$ cat src/shared/obl_pkg.sv
// package for the option byte loader: field positions, reset values, decoded types
package obl_pkg;
  // byte indices within the option store
  localparam int unsigned OPT_BOOT_DEBUG   = 0;          // boot/debug/reset-pin/protection byte
  localparam int unsigned OPT_LOADER_SIZE  = 1;          // loader area size byte
  localparam int unsigned OPT_BROWNOUT     = 2;          // brown-out byte
  localparam int unsigned OPT_WATCHDOG     = 4;          // watchdog byte
  localparam int unsigned OPT_COUNT        = 5;          // bytes held in the store
  // field positions, boot/debug byte
  localparam int unsigned BIT_BOOT_SEL     = 7;
  localparam int unsigned BIT_PWM_FLOAT    = 5;
  localparam int unsigned BIT_DEBUG_EN_N   = 4;
  localparam int unsigned BIT_RESET_PIN    = 2;
  localparam int unsigned BIT_READ_PROT_N  = 1;
  // field positions, brown-out byte
  localparam int unsigned BIT_BOD_ON       = 7;
  localparam int unsigned BIT_BOD_LVL_HI   = 5;
  localparam int unsigned BIT_BOD_LVL_LO   = 4;
  localparam int unsigned BIT_BOD_SELFPROG = 3;
  localparam int unsigned BIT_BOD_RESET    = 2;
  // field positions, loader size and watchdog bytes
  localparam int unsigned BIT_LDR_HI       = 2;
  localparam int unsigned BIT_WDT_HI       = 7;
  localparam int unsigned BIT_WDT_LO       = 4;
  // writable masks: reserved bits stay at one
  localparam logic [7:0] MASK_BOOT_DEBUG   = 8'hb6;
  localparam logic [7:0] MASK_LOADER_SIZE  = 8'h07;
  localparam logic [7:0] MASK_BROWNOUT     = 8'hbc;
  localparam logic [7:0] MASK_WATCHDOG     = 8'hf0;
  localparam logic [7:0] MASK_UNUSED       = 8'h00;
  // erased value of an option byte
  localparam logic [7:0] OPT_ERASED        = 8'hff;
  localparam logic [7:0] FLASH_BLANK       = 8'hff;
  // watchdog codes
  localparam logic [3:0] WDT_CODE_OFF      = 4'hf;
  localparam logic [3:0] WDT_CODE_STOPIDLE = 4'h5;
  // loader sizes in KiB and total program space
  localparam logic [4:0] FLASH_TOTAL_KB    = 5'h10;
  localparam logic [2:0] LDR_CODE_NONE     = 3'h7;
  localparam logic [2:0] LDR_CODE_1K       = 3'h6;
  localparam logic [2:0] LDR_CODE_2K       = 3'h5;
  localparam logic [2:0] LDR_CODE_3K       = 3'h4;
  localparam logic [4:0] LDR_KB_MAX        = 5'h04;
  // brown-out threshold in tenths of a volt
  localparam logic [5:0] BOD_MV_11         = 6'h16;  // 2.2 V
  localparam logic [5:0] BOD_MV_10         = 6'h1b;  // 2.7 V
  localparam logic [5:0] BOD_MV_01         = 6'h25;  // 3.7 V
  localparam logic [5:0] BOD_MV_00         = 6'h2c;  // 4.4 V

  // programming port operations
  typedef enum logic [1:0] {OBL_OP_NONE, OBL_OP_READ, OBL_OP_PROGRAM, OBL_OP_CHIP_ERASE} obl_op_e;
  // watchdog start-up modes
  typedef enum logic [1:0] {OBL_WDT_TIMER, OBL_WDT_RESET_STOPIDLE, OBL_WDT_RESET_RUN} obl_wdt_e;

  // programmer request: to option byte or to main flash
  typedef struct packed {
    obl_op_e    op;        // operation
    logic       to_option; // 1 = option byte, 0 = main flash
    logic [2:0] index;     // option byte index
    logic [7:0] wdata;     // programmed data
  } obl_prog_req_s;

  // decoded options toward consumers
  typedef struct packed {
    logic       boot_from_app;    // restart block select
    logic       pwm_float_halt;   // float pwm pins on debug halt
    logic       debug_port_on;    // debug port enabled
    logic       reset_pin_is_rst; // shared pin is external reset
    logic       read_protected;   // programmer reads blank
    logic [4:0] loader_kb;        // loader area size
    logic [4:0] app_kb;           // application area size
    logic       bod_on;           // brown-out detector on
    logic [5:0] bod_level_dv;     // threshold in tenths of a volt
    logic       bod_reset_on;     // reset on brown-out
    logic       bod_blocks_prog;  // selfprog inhibited by brown-out
    obl_wdt_e   wdt_mode;         // watchdog start-up mode
  } obl_options_s;
endpackage : obl_pkg

$ cat src/rtl/obl_option_loader.sv
// option byte store, reset-time loader and decoder
`timescale 1ns/1ps
// Functional notes
// reset copies options into software control bits
// programmer keeps reserved option bits unprogrammed
// bit seven picks restart block, not soft
// halt floats pwm if bit five set
// pwm float only on pwm-selected channels
// bit four low enables debug port
// debug with port enabled: flag only
// bit two picks reset or input pin
// protected: reads give FFH, programming rejected
// options readable, not individually writable when protected
// only whole-chip erase removes protection; a sw_we write setting sw_ctrl bit one also clears it here
// protection leaves in-app programming alone
// three-bit field sets loader area size
// brown-out byte bit seven enables detector
// two-bit field selects brown-out threshold
// brown-out may block selfprog below threshold
// brown-out byte bit two enables reset
// four-bit code picks watchdog start mode
// boot/debug byte reloads on every reset
// brown-out byte reloads on power-on only
// erased option bits read as one
module obl_option_loader (
  // clock and reset
  input  wire logic                  mclk,
  input  wire logic                  rst,
  input  wire logic                  por_event,        // reset cause is power-on
  input  wire logic                  soft_reset_event, // reset cause is software
  // programmer port (external writer or in-circuit)
  input  wire obl_pkg::obl_prog_req_s prog_req,
  output logic                       prog_ack,
  output logic                       prog_reject,
  output logic [7:0]                 prog_rdata,
  input  wire logic [7:0]            flash_rdata,      // raw main flash byte
  output logic                       flash_read_en,
  output logic                       flash_write_en,
  output logic                       flash_chip_erase,
  // in-app programming port
  input  wire logic                  iap_req,
  input  wire logic                  iap_is_write,     // erase or program
  output logic                       iap_grant,
  output logic                       iap_blocked,
  // software control bits
  input  wire logic                  sw_we,
  input  wire logic [7:0]            sw_wdata,
  output logic [7:0]                 sw_ctrl,          // working copy of boot/debug byte
  // system status
  input  wire logic                  supply_below_bod,
  input  wire logic                  debug_mode,
  input  wire logic                  hard_fault,
  input  wire logic                  debug_halt,
  input  wire logic [7:0]            pwm_pin_select,
  input  wire logic [7:0]            pwm_out_raw,
  // consumer side
  output obl_pkg::obl_options_s      options,
  output logic                       hard_fault_reset,
  output logic                       hard_fault_flag,
  output logic                       brownout_reset,
  output logic [7:0]                 pwm_out,
  output logic [7:0]                 pwm_oe
);
  import obl_pkg::*;

  logic [7:0] store_reg [OPT_COUNT];   // nonvolatile option bytes
  logic [7:0] bod_work_reg;            // working copy of brown-out byte
  logic       boot_from_app_reg;       // latched restart block
  logic       rst_d_reg;               // reset seen last cycle
  logic       hf_flag_reg;             // sticky hard-fault flag
  logic [7:0] rdata_reg;               // programmer read data
  logic       ack_reg;
  logic       rej_reg;
  logic       protected_w;             // read protection active
  logic [7:0] mask_w;                  // writable bits of addressed byte
  logic       is_prog;
  logic       is_read;
  logic       is_erase;
  logic       ld_release;

  assign protected_w = ~sw_ctrl[BIT_READ_PROT_N];
  assign is_prog     = prog_req.op == OBL_OP_PROGRAM;
  assign is_read     = prog_req.op == OBL_OP_READ;
  assign is_erase    = prog_req.op == OBL_OP_CHIP_ERASE;
  assign ld_release  = rst_d_reg & ~rst;

  // writable mask per byte; reserved bits never move
  always_comb begin
    unique case (prog_req.index)
      3'h0:    mask_w = MASK_BOOT_DEBUG;
      3'h1:    mask_w = MASK_LOADER_SIZE;
      3'h2:    mask_w = MASK_BROWNOUT;
      3'h4:    mask_w = MASK_WATCHDOG;
      default: mask_w = MASK_UNUSED;
    endcase
  end

  // nonvolatile store; not cleared by any reset, only by chip erase
  // flash programs bits only toward zero, so program is an and
  always_ff @(posedge mclk) begin
    if (is_erase) begin
      for (int i = 0; i < OPT_COUNT; i++) begin
        store_reg[i] <= OPT_ERASED;
      end
    end else if (is_prog && prog_req.to_option && !protected_w
                 && prog_req.index < 3'(OPT_COUNT)) begin
      store_reg[prog_req.index] <= store_reg[prog_req.index] & (prog_req.wdata | ~mask_w);
    end
  end

  // release edge detect for loading after reset
  always_ff @(posedge mclk) begin
    rst_d_reg <= rst;
  end

  // working copy of boot/debug byte: loaded on any reset, then software-owned
  always_ff @(posedge mclk) begin
    if (rst || ld_release) begin
      sw_ctrl <= store_reg[OPT_BOOT_DEBUG];
    end else if (sw_we) begin
      sw_ctrl <= sw_wdata;
    end
  end

  // brown-out working copy only follows store on power-on
  always_ff @(posedge mclk) begin
    if ((rst || ld_release) && por_event) begin
      bod_work_reg <= store_reg[OPT_BROWNOUT];
    end
  end

  // restart block: software reset keeps the previous choice
  always_ff @(posedge mclk) begin
    if (rst && !soft_reset_event) begin
      boot_from_app_reg <= store_reg[OPT_BOOT_DEBUG][BIT_BOOT_SEL];
    end
  end

  // programmer port answer, one cycle after request
  always_ff @(posedge mclk) begin
    if (rst) begin
      ack_reg   <= 1'b0;
      rej_reg   <= 1'b0;
      rdata_reg <= FLASH_BLANK;
    end else begin
      ack_reg <= prog_req.op != OBL_OP_NONE;
      rej_reg <= is_prog && protected_w;
      if (is_read) begin
        if (prog_req.to_option) begin
          rdata_reg <= (prog_req.index < 3'(OPT_COUNT)) ? store_reg[prog_req.index] : OPT_ERASED;
        end else begin
          rdata_reg <= protected_w ? FLASH_BLANK : flash_rdata;
        end
      end
    end
  end

  assign prog_ack         = ack_reg;
  assign prog_reject      = rej_reg;
  assign prog_rdata       = rdata_reg;
  assign flash_read_en    = is_read && !prog_req.to_option;
  assign flash_write_en   = is_prog && !prog_req.to_option && !protected_w;
  assign flash_chip_erase = is_erase;

  // in-app programming ignores read protection; brown-out may inhibit writes
  assign iap_blocked = iap_req && iap_is_write && options.bod_on
                       && options.bod_blocks_prog && supply_below_bod;
  assign iap_grant   = iap_req && !iap_blocked;

  // decode of working copies and stored bytes
  always_comb begin
    options                  = '0;
    options.boot_from_app    = boot_from_app_reg;
    options.pwm_float_halt   = sw_ctrl[BIT_PWM_FLOAT];
    options.debug_port_on    = ~sw_ctrl[BIT_DEBUG_EN_N];
    options.reset_pin_is_rst = sw_ctrl[BIT_RESET_PIN];
    options.read_protected   = protected_w;
    unique casez (store_reg[OPT_LOADER_SIZE][BIT_LDR_HI:0])
      LDR_CODE_NONE: options.loader_kb = 5'h00;
      LDR_CODE_1K:   options.loader_kb = 5'h01;
      LDR_CODE_2K:   options.loader_kb = 5'h02;
      LDR_CODE_3K:   options.loader_kb = 5'h03;
      default:       options.loader_kb = LDR_KB_MAX;
    endcase
    options.app_kb          = FLASH_TOTAL_KB - options.loader_kb;
    options.bod_on          = bod_work_reg[BIT_BOD_ON];
    unique case (bod_work_reg[BIT_BOD_LVL_HI:BIT_BOD_LVL_LO])
      2'h3:    options.bod_level_dv = BOD_MV_11;
      2'h2:    options.bod_level_dv = BOD_MV_10;
      2'h1:    options.bod_level_dv = BOD_MV_01;
      default: options.bod_level_dv = BOD_MV_00;
    endcase
    options.bod_reset_on    = bod_work_reg[BIT_BOD_RESET];
    options.bod_blocks_prog = bod_work_reg[BIT_BOD_SELFPROG];
    if (store_reg[OPT_WATCHDOG][BIT_WDT_HI:BIT_WDT_LO] == WDT_CODE_OFF) begin
      options.wdt_mode = OBL_WDT_TIMER;
    end else if (store_reg[OPT_WATCHDOG][BIT_WDT_HI:BIT_WDT_LO] == WDT_CODE_STOPIDLE) begin
      options.wdt_mode = OBL_WDT_RESET_STOPIDLE;
    end else begin
      options.wdt_mode = OBL_WDT_RESET_RUN;
    end
  end

  // brown-out reset request
  assign brownout_reset = options.bod_on && options.bod_reset_on && supply_below_bod;

  // hard fault: debug with port enabled only raises the flag
  assign hard_fault_reset = hard_fault && !(debug_mode && options.debug_port_on);
  always_ff @(posedge mclk) begin
    if (rst) begin
      hf_flag_reg <= 1'b0;
    end else if (hard_fault) begin
      hf_flag_reg <= 1'b1;
    end
  end
  assign hard_fault_flag = hf_flag_reg;

  // pwm pins float on halt only where pwm owns the pin
  always_comb begin
    pwm_out = pwm_out_raw;
    for (int c = 0; c < 8; c++) begin
      pwm_oe[c] = pwm_pin_select[c]
                  && !(debug_halt && options.pwm_float_halt);
    end
  end
endmodule : obl_option_loader

$ cat config.mk
export PLATFORM = sky130hd
export DESIGN_NAME = obl_option_loader
export DESIGN_NICKNAME = d
export VERILOG_FILES = /design/src/shared/obl_pkg.sv /design/src/rtl/obl_option_loader.sv
export SDC_FILE = /design/constraint.sdc
export NUM_CORES = 1
export LEC_CHECK = 0
export ABC_AREA = 1
export CORE_UTILIZATION = 40
export CTS_CLUSTER_DIAMETER = 40
export DETAILED_ROUTE_END_ITERATION = 16
export DONT_BUFFER_PORTS = 1
export GPL_ROUTABILITY_DRIVEN = 0
export PLACE_DENSITY = 0.58
export SKIP_LAST_GASP = 1
export SLEW_MARGIN = 10
export SYNTH_ARGS = -nofsm -noshare
export SYNTH_HDL_FRONTEND = slang
export SYNTH_SLANG_ARGS = --single-unit
$ cat constraint.sdc
create_clock -name mclk -period 2 [get_ports mclk]
set_clock_uncertainty 0.2 [all_clocks]
set_input_delay 0.2 -clock mclk [delete_from_list [all_inputs] [get_ports mclk]]
set_output_delay 0.2 -clock mclk [all_outputs]
set_load 0.02 [all_outputs]
==> results of run 1 <==
-- metal layers --
metal	vias to the layer above	share of wire (%)
met3	24	7.8
met4	0	1.9
met2	151	50
met5	-	0
met1	1584	41
li1	1675	-
-- path summary, 6_finish.rpt --
kind,from,to,slack (ns),cells past startpoint
max,store_reg[1][1],options[13],0.09,4
min reg2reg,store_reg[2][4],bod_work_reg[4],0.26,0
min,prog_req[10],prog_rdata[5],-0.01,5
max reg2reg,sw_ctrl[1],prog_rdata[7],0.11,7
-- Yosys cell counts --
cell and number:
nand2_1 182, edfxtp_1 78, inv_1 67, nand3_1 39, nor2_1 30, buf_4 22, inv_2 13, dfxtp_1 12
nor2_2 12, a21oi_1 9, mux2_2 8, o21ai_0 8, ha_1 6, buf_2 5, buf_6 5, clkinv_1 3
nor3_1 3, o21ai_1 3, clkbuf_1 2, nor2_4 2, or2_2 2, a21boi_0 1, conb_1 1, inv_4 1
nand2_2 1, nand3_2 1, xnor2_1 1
-- power by group through the flow --
| stage | clock network (µW) | logic (µW) | registers (µW) |
|---|---|---|---|
| floorplan | 0 | 360 | 2210 |
| global placement | 0 | 390 | 2220 |
| detailed placement | 0 | 400 | 2220 |
| CTS | 1730 | 448 | 2180 |
| global route | 1830 | 508 | 2180 |
| finish | 1700 | 455 | 2180 |
-- cells by family after synthesis --
logic type / synth area share, %
flops: 56.5
other cells: 0.0820
simple gates: 24.8
compound gates: 2.35
xor+xnor: 0.192
fa+ha+maj: 1.64
buf+inv: 12.5
mux: 1.97
-- what timing repair did --
| item | CTS | global route |
|---|---|---|
| setup endpoints to repair | 1 | 19 |
| resized for setup | 1 | 15 |
| pin swaps | 0 | 0 |
| buffers inserted | 2 | 2 |
| hold buffers | 26 | 0 |
| endpoints found under the hold margin | 26 | 0 |
-- through the flow --
| step | power (µW) | util [%] | std cells | instance area, µm² | setup slack, ns |
|---|---|---|---|---|---|
| 2_1_floorplan | 2570 | - | 542 | 4670 | 0.0828 |
| 3_3_place_gp | 2610 | 42.8 | 663 | 4700 | 0.309 |
| 3_5_place_dp | 2620 | 42.8 | 663 | 4700 | 0.300 |
| 4_1_cts | 4360 | 48.1 | 707 | 5280 | 0.0168 |
| 5_1_grt | 4520 | 48.6 | 709 | 5340 | 0.0141 |
| 6_report | 4340 | 48.6 | 709 | 5340 | 0.0856 |
-- critical path, cell delays in order, from the launching register on --
cell,delay (ns)
edfxtp_1,0.46
nor2_2,0.15
inv_1,0.05
ha_1,0.20
ha_4,0.31
-- final cells by class --
type | count | area (µm²) | share of cell area [%]
Tap cell | 140 | 175 | 3.28
Clock inverter | 4 | 22.5 | 0.422
Clock buffer | 12 | 279 | 5.23
Inverter | 84 | 318 | 5.96
Sequential cell | 90 | 2580 | 48.4
Multi-Input combinational cell | 334 | 1550 | 29.1
Timing Repair Buffer | 45 | 405 | 7.60
==> results.json, run 1 <==
{
  "status": "finished with violations",
  "violations": "hold timing",
  "tightest_slew_ns": 0.616,
  "synthToLayoutAreaGrowth_pct": 16.7,
  "grt_pass1_vias": 3216,
  "grt_max_degree": 37,
  "combPwrFrac_pct": 10.5,
  "ys_types": 27,
  "cts_htree_levels": 3,
  "routed_wl_um": 11000,
  "diodes": 0,
  "fin_nets": 627,
  "dieHeight_um": 109,
  "path_clk_slew_ns": 0.07,
  "dieWidth_um": 109,
  "rsz0062_at_grt": "false",
  "placeableCoreArea_um2": 11000,
  "largest_reg_flops": 64,
  "end_kind": "output port",
  "met1_usage_pct": 23.7,
  "grt_overflow": 0,
  "ys_ff_latch": 90,
  "busiest_layer": "met2",
  "syn_inst": 517,
  "cp-start-kind": "register",
  "whs_ns": -0.0124,
  "tns_ns": 0,
  "p_sw_share_pct": 24.9,
  "finalCritPeriodShare_pct": 95.7,
  "period_needed_ns": 1.91,
  "viasPerCell": 4.84,
  "start_util_pct": 41.6,
  "synth_area_leaders": "edfxtp_1 51%, nand2_1 15%, inv_1 5.5%",
  "cts_buffers": 9,
  "fillers": 1035,
  "layout_commonest_cell": "nand2_1",
  "pwr-share-clk_pct": 39.3,
  "clock_sinks": 90,
  "crit_required_ns": 1.60,
  "cap_violations": 0,
  "cts_root_buf": "clkbuf_16",
  "cts.path.max_buffers": 2,
  "layout_common_cells": "177 x nand2_1, 78 x edfxtp_1, 66 x inv_1",
  "top_level_ports": 125,
  "drive_above_1_share_pct": 14.9,
  "report.final.slew_viol_count": 0,
  "critPathArrivalTime_ns": 1.51,
  "finalSetupViolCount": 0,
  "slew_headroom_pct": 58.8,
  "path_max_fanout": 2,
  "drt_iter0_markers": 273,
  "drc": 0,
  "grt_usage_pct": 19.4,
  "max_freq_ghz": 0.522,
  "antenna_found_initial": 0,
  "globalRouteMet2Util_pct": 32.6,
  "grt_pass1_wl_um": 16600,
  "die_area_um2": 11900,
  "finalHoldViolCount": 1,
  "drtAntennaViolNets": 0,
  "dp_hpwl_um": 7640,
  "avgSynthCellArea_um2": 8.84,
  "first_pass_iters": 5,
  "clk_latency_ns": 0.35,
  "leakage_uw": 0.00234,
  "seqPwrFrac_pct": 50.2,
  "rows": 38,
  "cts_tree": "done",
  "path_class": "register to output port",
  "p_switching_uw": 1080,
  "power.density_nw_per_um2": 813,
  "synth_area_um2": 4570,
  "synth_top_area_cell": "edfxtp_1",
  "wl_per_cell_um": 15.5,
  "yosys.area.top_type_share_pct": 51.2,
  "via_count": 3434,
  "ir_drop_uv": 335,
  "synth_warnings": 0,
  "hp-class": "input port to register",
  "power.internal_uw": 3260,
  "port_buffers": 0,
  "grt_use_met3_pct": 5.74,
  "yosysSeqAreaShare_pct": 56.5
}
No activity file was read; power rests on OpenSTA's default activity.
==> run 2: changes to the inputs <==
--- a/config.mk
+++ b/config.mk
@@ -6,12 +6,11 @@
 export NUM_CORES = 1
 export LEC_CHECK = 0
 export ABC_AREA = 1
-export CORE_UTILIZATION = 40
-export CTS_CLUSTER_DIAMETER = 40
+export CORE_UTILIZATION = 45
 export DETAILED_ROUTE_END_ITERATION = 16
 export DONT_BUFFER_PORTS = 1
 export GPL_ROUTABILITY_DRIVEN = 0
-export PLACE_DENSITY = 0.58
+export PLACE_DENSITY = 0.64
 export SKIP_LAST_GASP = 1
 export SLEW_MARGIN = 10
 export SYNTH_ARGS = -nofsm -noshare
==> run 2 against run 1 <==
The run now ends clean. Register-to-register slack worse by 0.03 ns. Final cell count stayed put. Die area is 11% lower. Critical path type unchanged.
==> results.json, run 2 (synthesis results as in run 1) <==
{
  "grt_pass1_wl_um": 16600,
  "ir_drop_uv": 516,
  "drtAntennaViolNets": 0,
  "diodes": 0,
  "port_buffers": 0,
  "path_clk_slew_ns": 0.09,
  "first_pass_iters": 5,
  "rows": 36,
  "antenna_found_initial": 0,
  "via_count": 3509,
  "tns_ns": 0,
  "drt-met1-wl_um": 4430,
  "slowest_delay_ns": 0.42,
  "routed_wl_um": 10900,
  "start_util_pct": 46.6,
  "end_kind": "output port",
  "drt_iter0_markers": 201,
  "final_cells": 709,
  "largest_reg_flops": 64,
  "reg2reg_depth": 7,
  "dr.max_layer_used": "met4",
  "viasPerCell": 4.95,
  "cts_buffers": 9,
  "clock_sinks": 90,
  "finalCritPeriodShare_pct": 96.2,
  "endpoint": "options[13]",
  "path_class": "register to output port",
  "rr_startpoint": "sw_ctrl[1]",
  "crit_buf_inv": 1,
  "regToRegEndpoint": "prog_rdata[3]",
  "grt_usage_pct": 21.7,
  "top_level_ports": 125,
  "timing.critical_path.from": "store_reg[1][0]",
  "rrSetupSlack_ns": 0.08,
  "period_needed_ns": 1.92,
  "report.final.slew_viol_count": 0,
  "max_freq_ghz": 0.520,
  "worst-path-stages": 4,
  "cp_top_family": "adder cells",
  "status": "complete, no violations",
  "clk_latency_ns": 0.37,
  "grt_pass1_vias": 3291,
  "crit_required_ns": 1.60,
  "dieHeight_um": 103,
  "fin_nets": 634,
  "grt_overflow": 0,
  "dieWidth_um": 103,
  "cp-start-kind": "register",
  "die_area_um2": 10600,
  "whs_ns": 0.0116,
  "finalSetupViolCount": 0,
  "path_cells": "nor2_1 -> inv_1 -> ha_1 -> ha_4",
  "cts.path.max_buffers": 2,
  "placeableCoreArea_um2": 9820,
  "grt_max_degree": 37,
  "place_inst": 653,
  "dp_hpwl_um": 7560,
  "hp-class": "input port to register",
  "layout_common_cells": "179 x nand2_1, 78 x edfxtp_1, 67 x inv_1",
  "cts_htree_levels": 3,
  "power.density_nw_per_um2": 740,
  "cts_tree": "done",
  "synthToLayoutAreaGrowth_pct": 15.7,
  "design_area_um2": 5290,
  "wl_per_cell_um": 15.4,
  "wl_met3_um": 727,
  "placed_cell_area_um2": 4670,
  "crit_slowest_cell": "edfxtp_1",
  "drive_above_1_share_pct": 12.8,
  "wl_met2_um": 5480,
  "rsz0062_at_grt": "false",
  "slew_headroom_pct": 64.2,
  "cap_violations": 0,
  "leakage_uw": 0.00231,
  "cts_root_buf": "clkbuf_8",
  "drc": 0,
  "tightest_slew_ns": 0.535,
  "finalHoldViolCount": 0,
  "layout_commonest_cell": "nand2_1",
  "path_max_fanout": 3,
  "critPathArrivalTime_ns": 1.52
}
==> run 2: changes by cell type in the layout (fill, tap and decap cells not counted), sizes merged <==
cell	before	now
dlymetal6s4s	1	0
inv	81	83
clkinv	7	5
dlygate4sd3	25	38
buf	19	14
==> run 2: worst register-to-register path, cell delays in order (launching register included) <==
cell and delay [ns]:
edfxtp_1 0.37, buf_4 0.18, nand2_2 0.12, o21ai_1 0.17
dlygate4sd3_1 0.60, inv_1 0.05, nand2_1 0.08, nand2_1 0.05
==> run 2: repair_timing <==
| action | in CTS | in global routing |
|---|---|---|
| hold endpoints to repair | 52 | 0 |
| setup endpoints to repair | 1 | 25 |
| buffers inserted | 1 | 1 |
| hold buffers | 38 | 0 |
| gates resized for setup | 1 | 7 |
| gates cloned | 0 | 0 |
==> run 2: layout make-up <==
type	instances	area, µm²
inverter	84	318
fill	926	4530
timing repair buffer	52	485
clock inverter	4	30.0
clock buffer	12	176
sequential	90	2580
tap	133	166
multi-input combinational	334	1530
==> run 2: report_power, final <==
part	internal [µW]	switching, µW	leakage, µW
registers	2120	53.9	0.000710
logic	158	309	0.00149
clock network	602	668	0.000109
==> run 2: routing by layer <==
layer	global-route usage [%]	up-vias
met1	25.9	1648
li1	-	1684
met2	37.8	150
met3	4.47	27
met5	0	-
met4	9.53	0
==> run 2: worst min-delay path by stage <==
| stage | from | end | depth (start not counted) |
|---|---|---|---|
| 2_1_floorplan | rst | rst_d_reg | 0 |
| 3_3_place_gp | rst | rst_d_reg | 0 |
| 3_5_place_dp | rst | rst_d_reg | 0 |
| 4_1_cts | prog_req[13] | prog_rdata[1] | 4 |
| 5_1_grt | prog_req[5] | store_reg[6][5] | 2 |
| 6_report | prog_req[5] | store_reg[5][5] | 2 |
==> run 2: metrics by stage <==
step / total power, µW / setup WS (ns) / utilization, %
after global routing: 4070 / 0.00973 / 53.9
after global placement: 2600 / 0.245 / 47.5
after detailed placement: 2610 / 0.230 / 47.5
after CTS: 3920 / 0.0137 / 53.6
after floorplan: 2570 / 0.0828 / -
final: 3910 / 0.0762 / 53.9
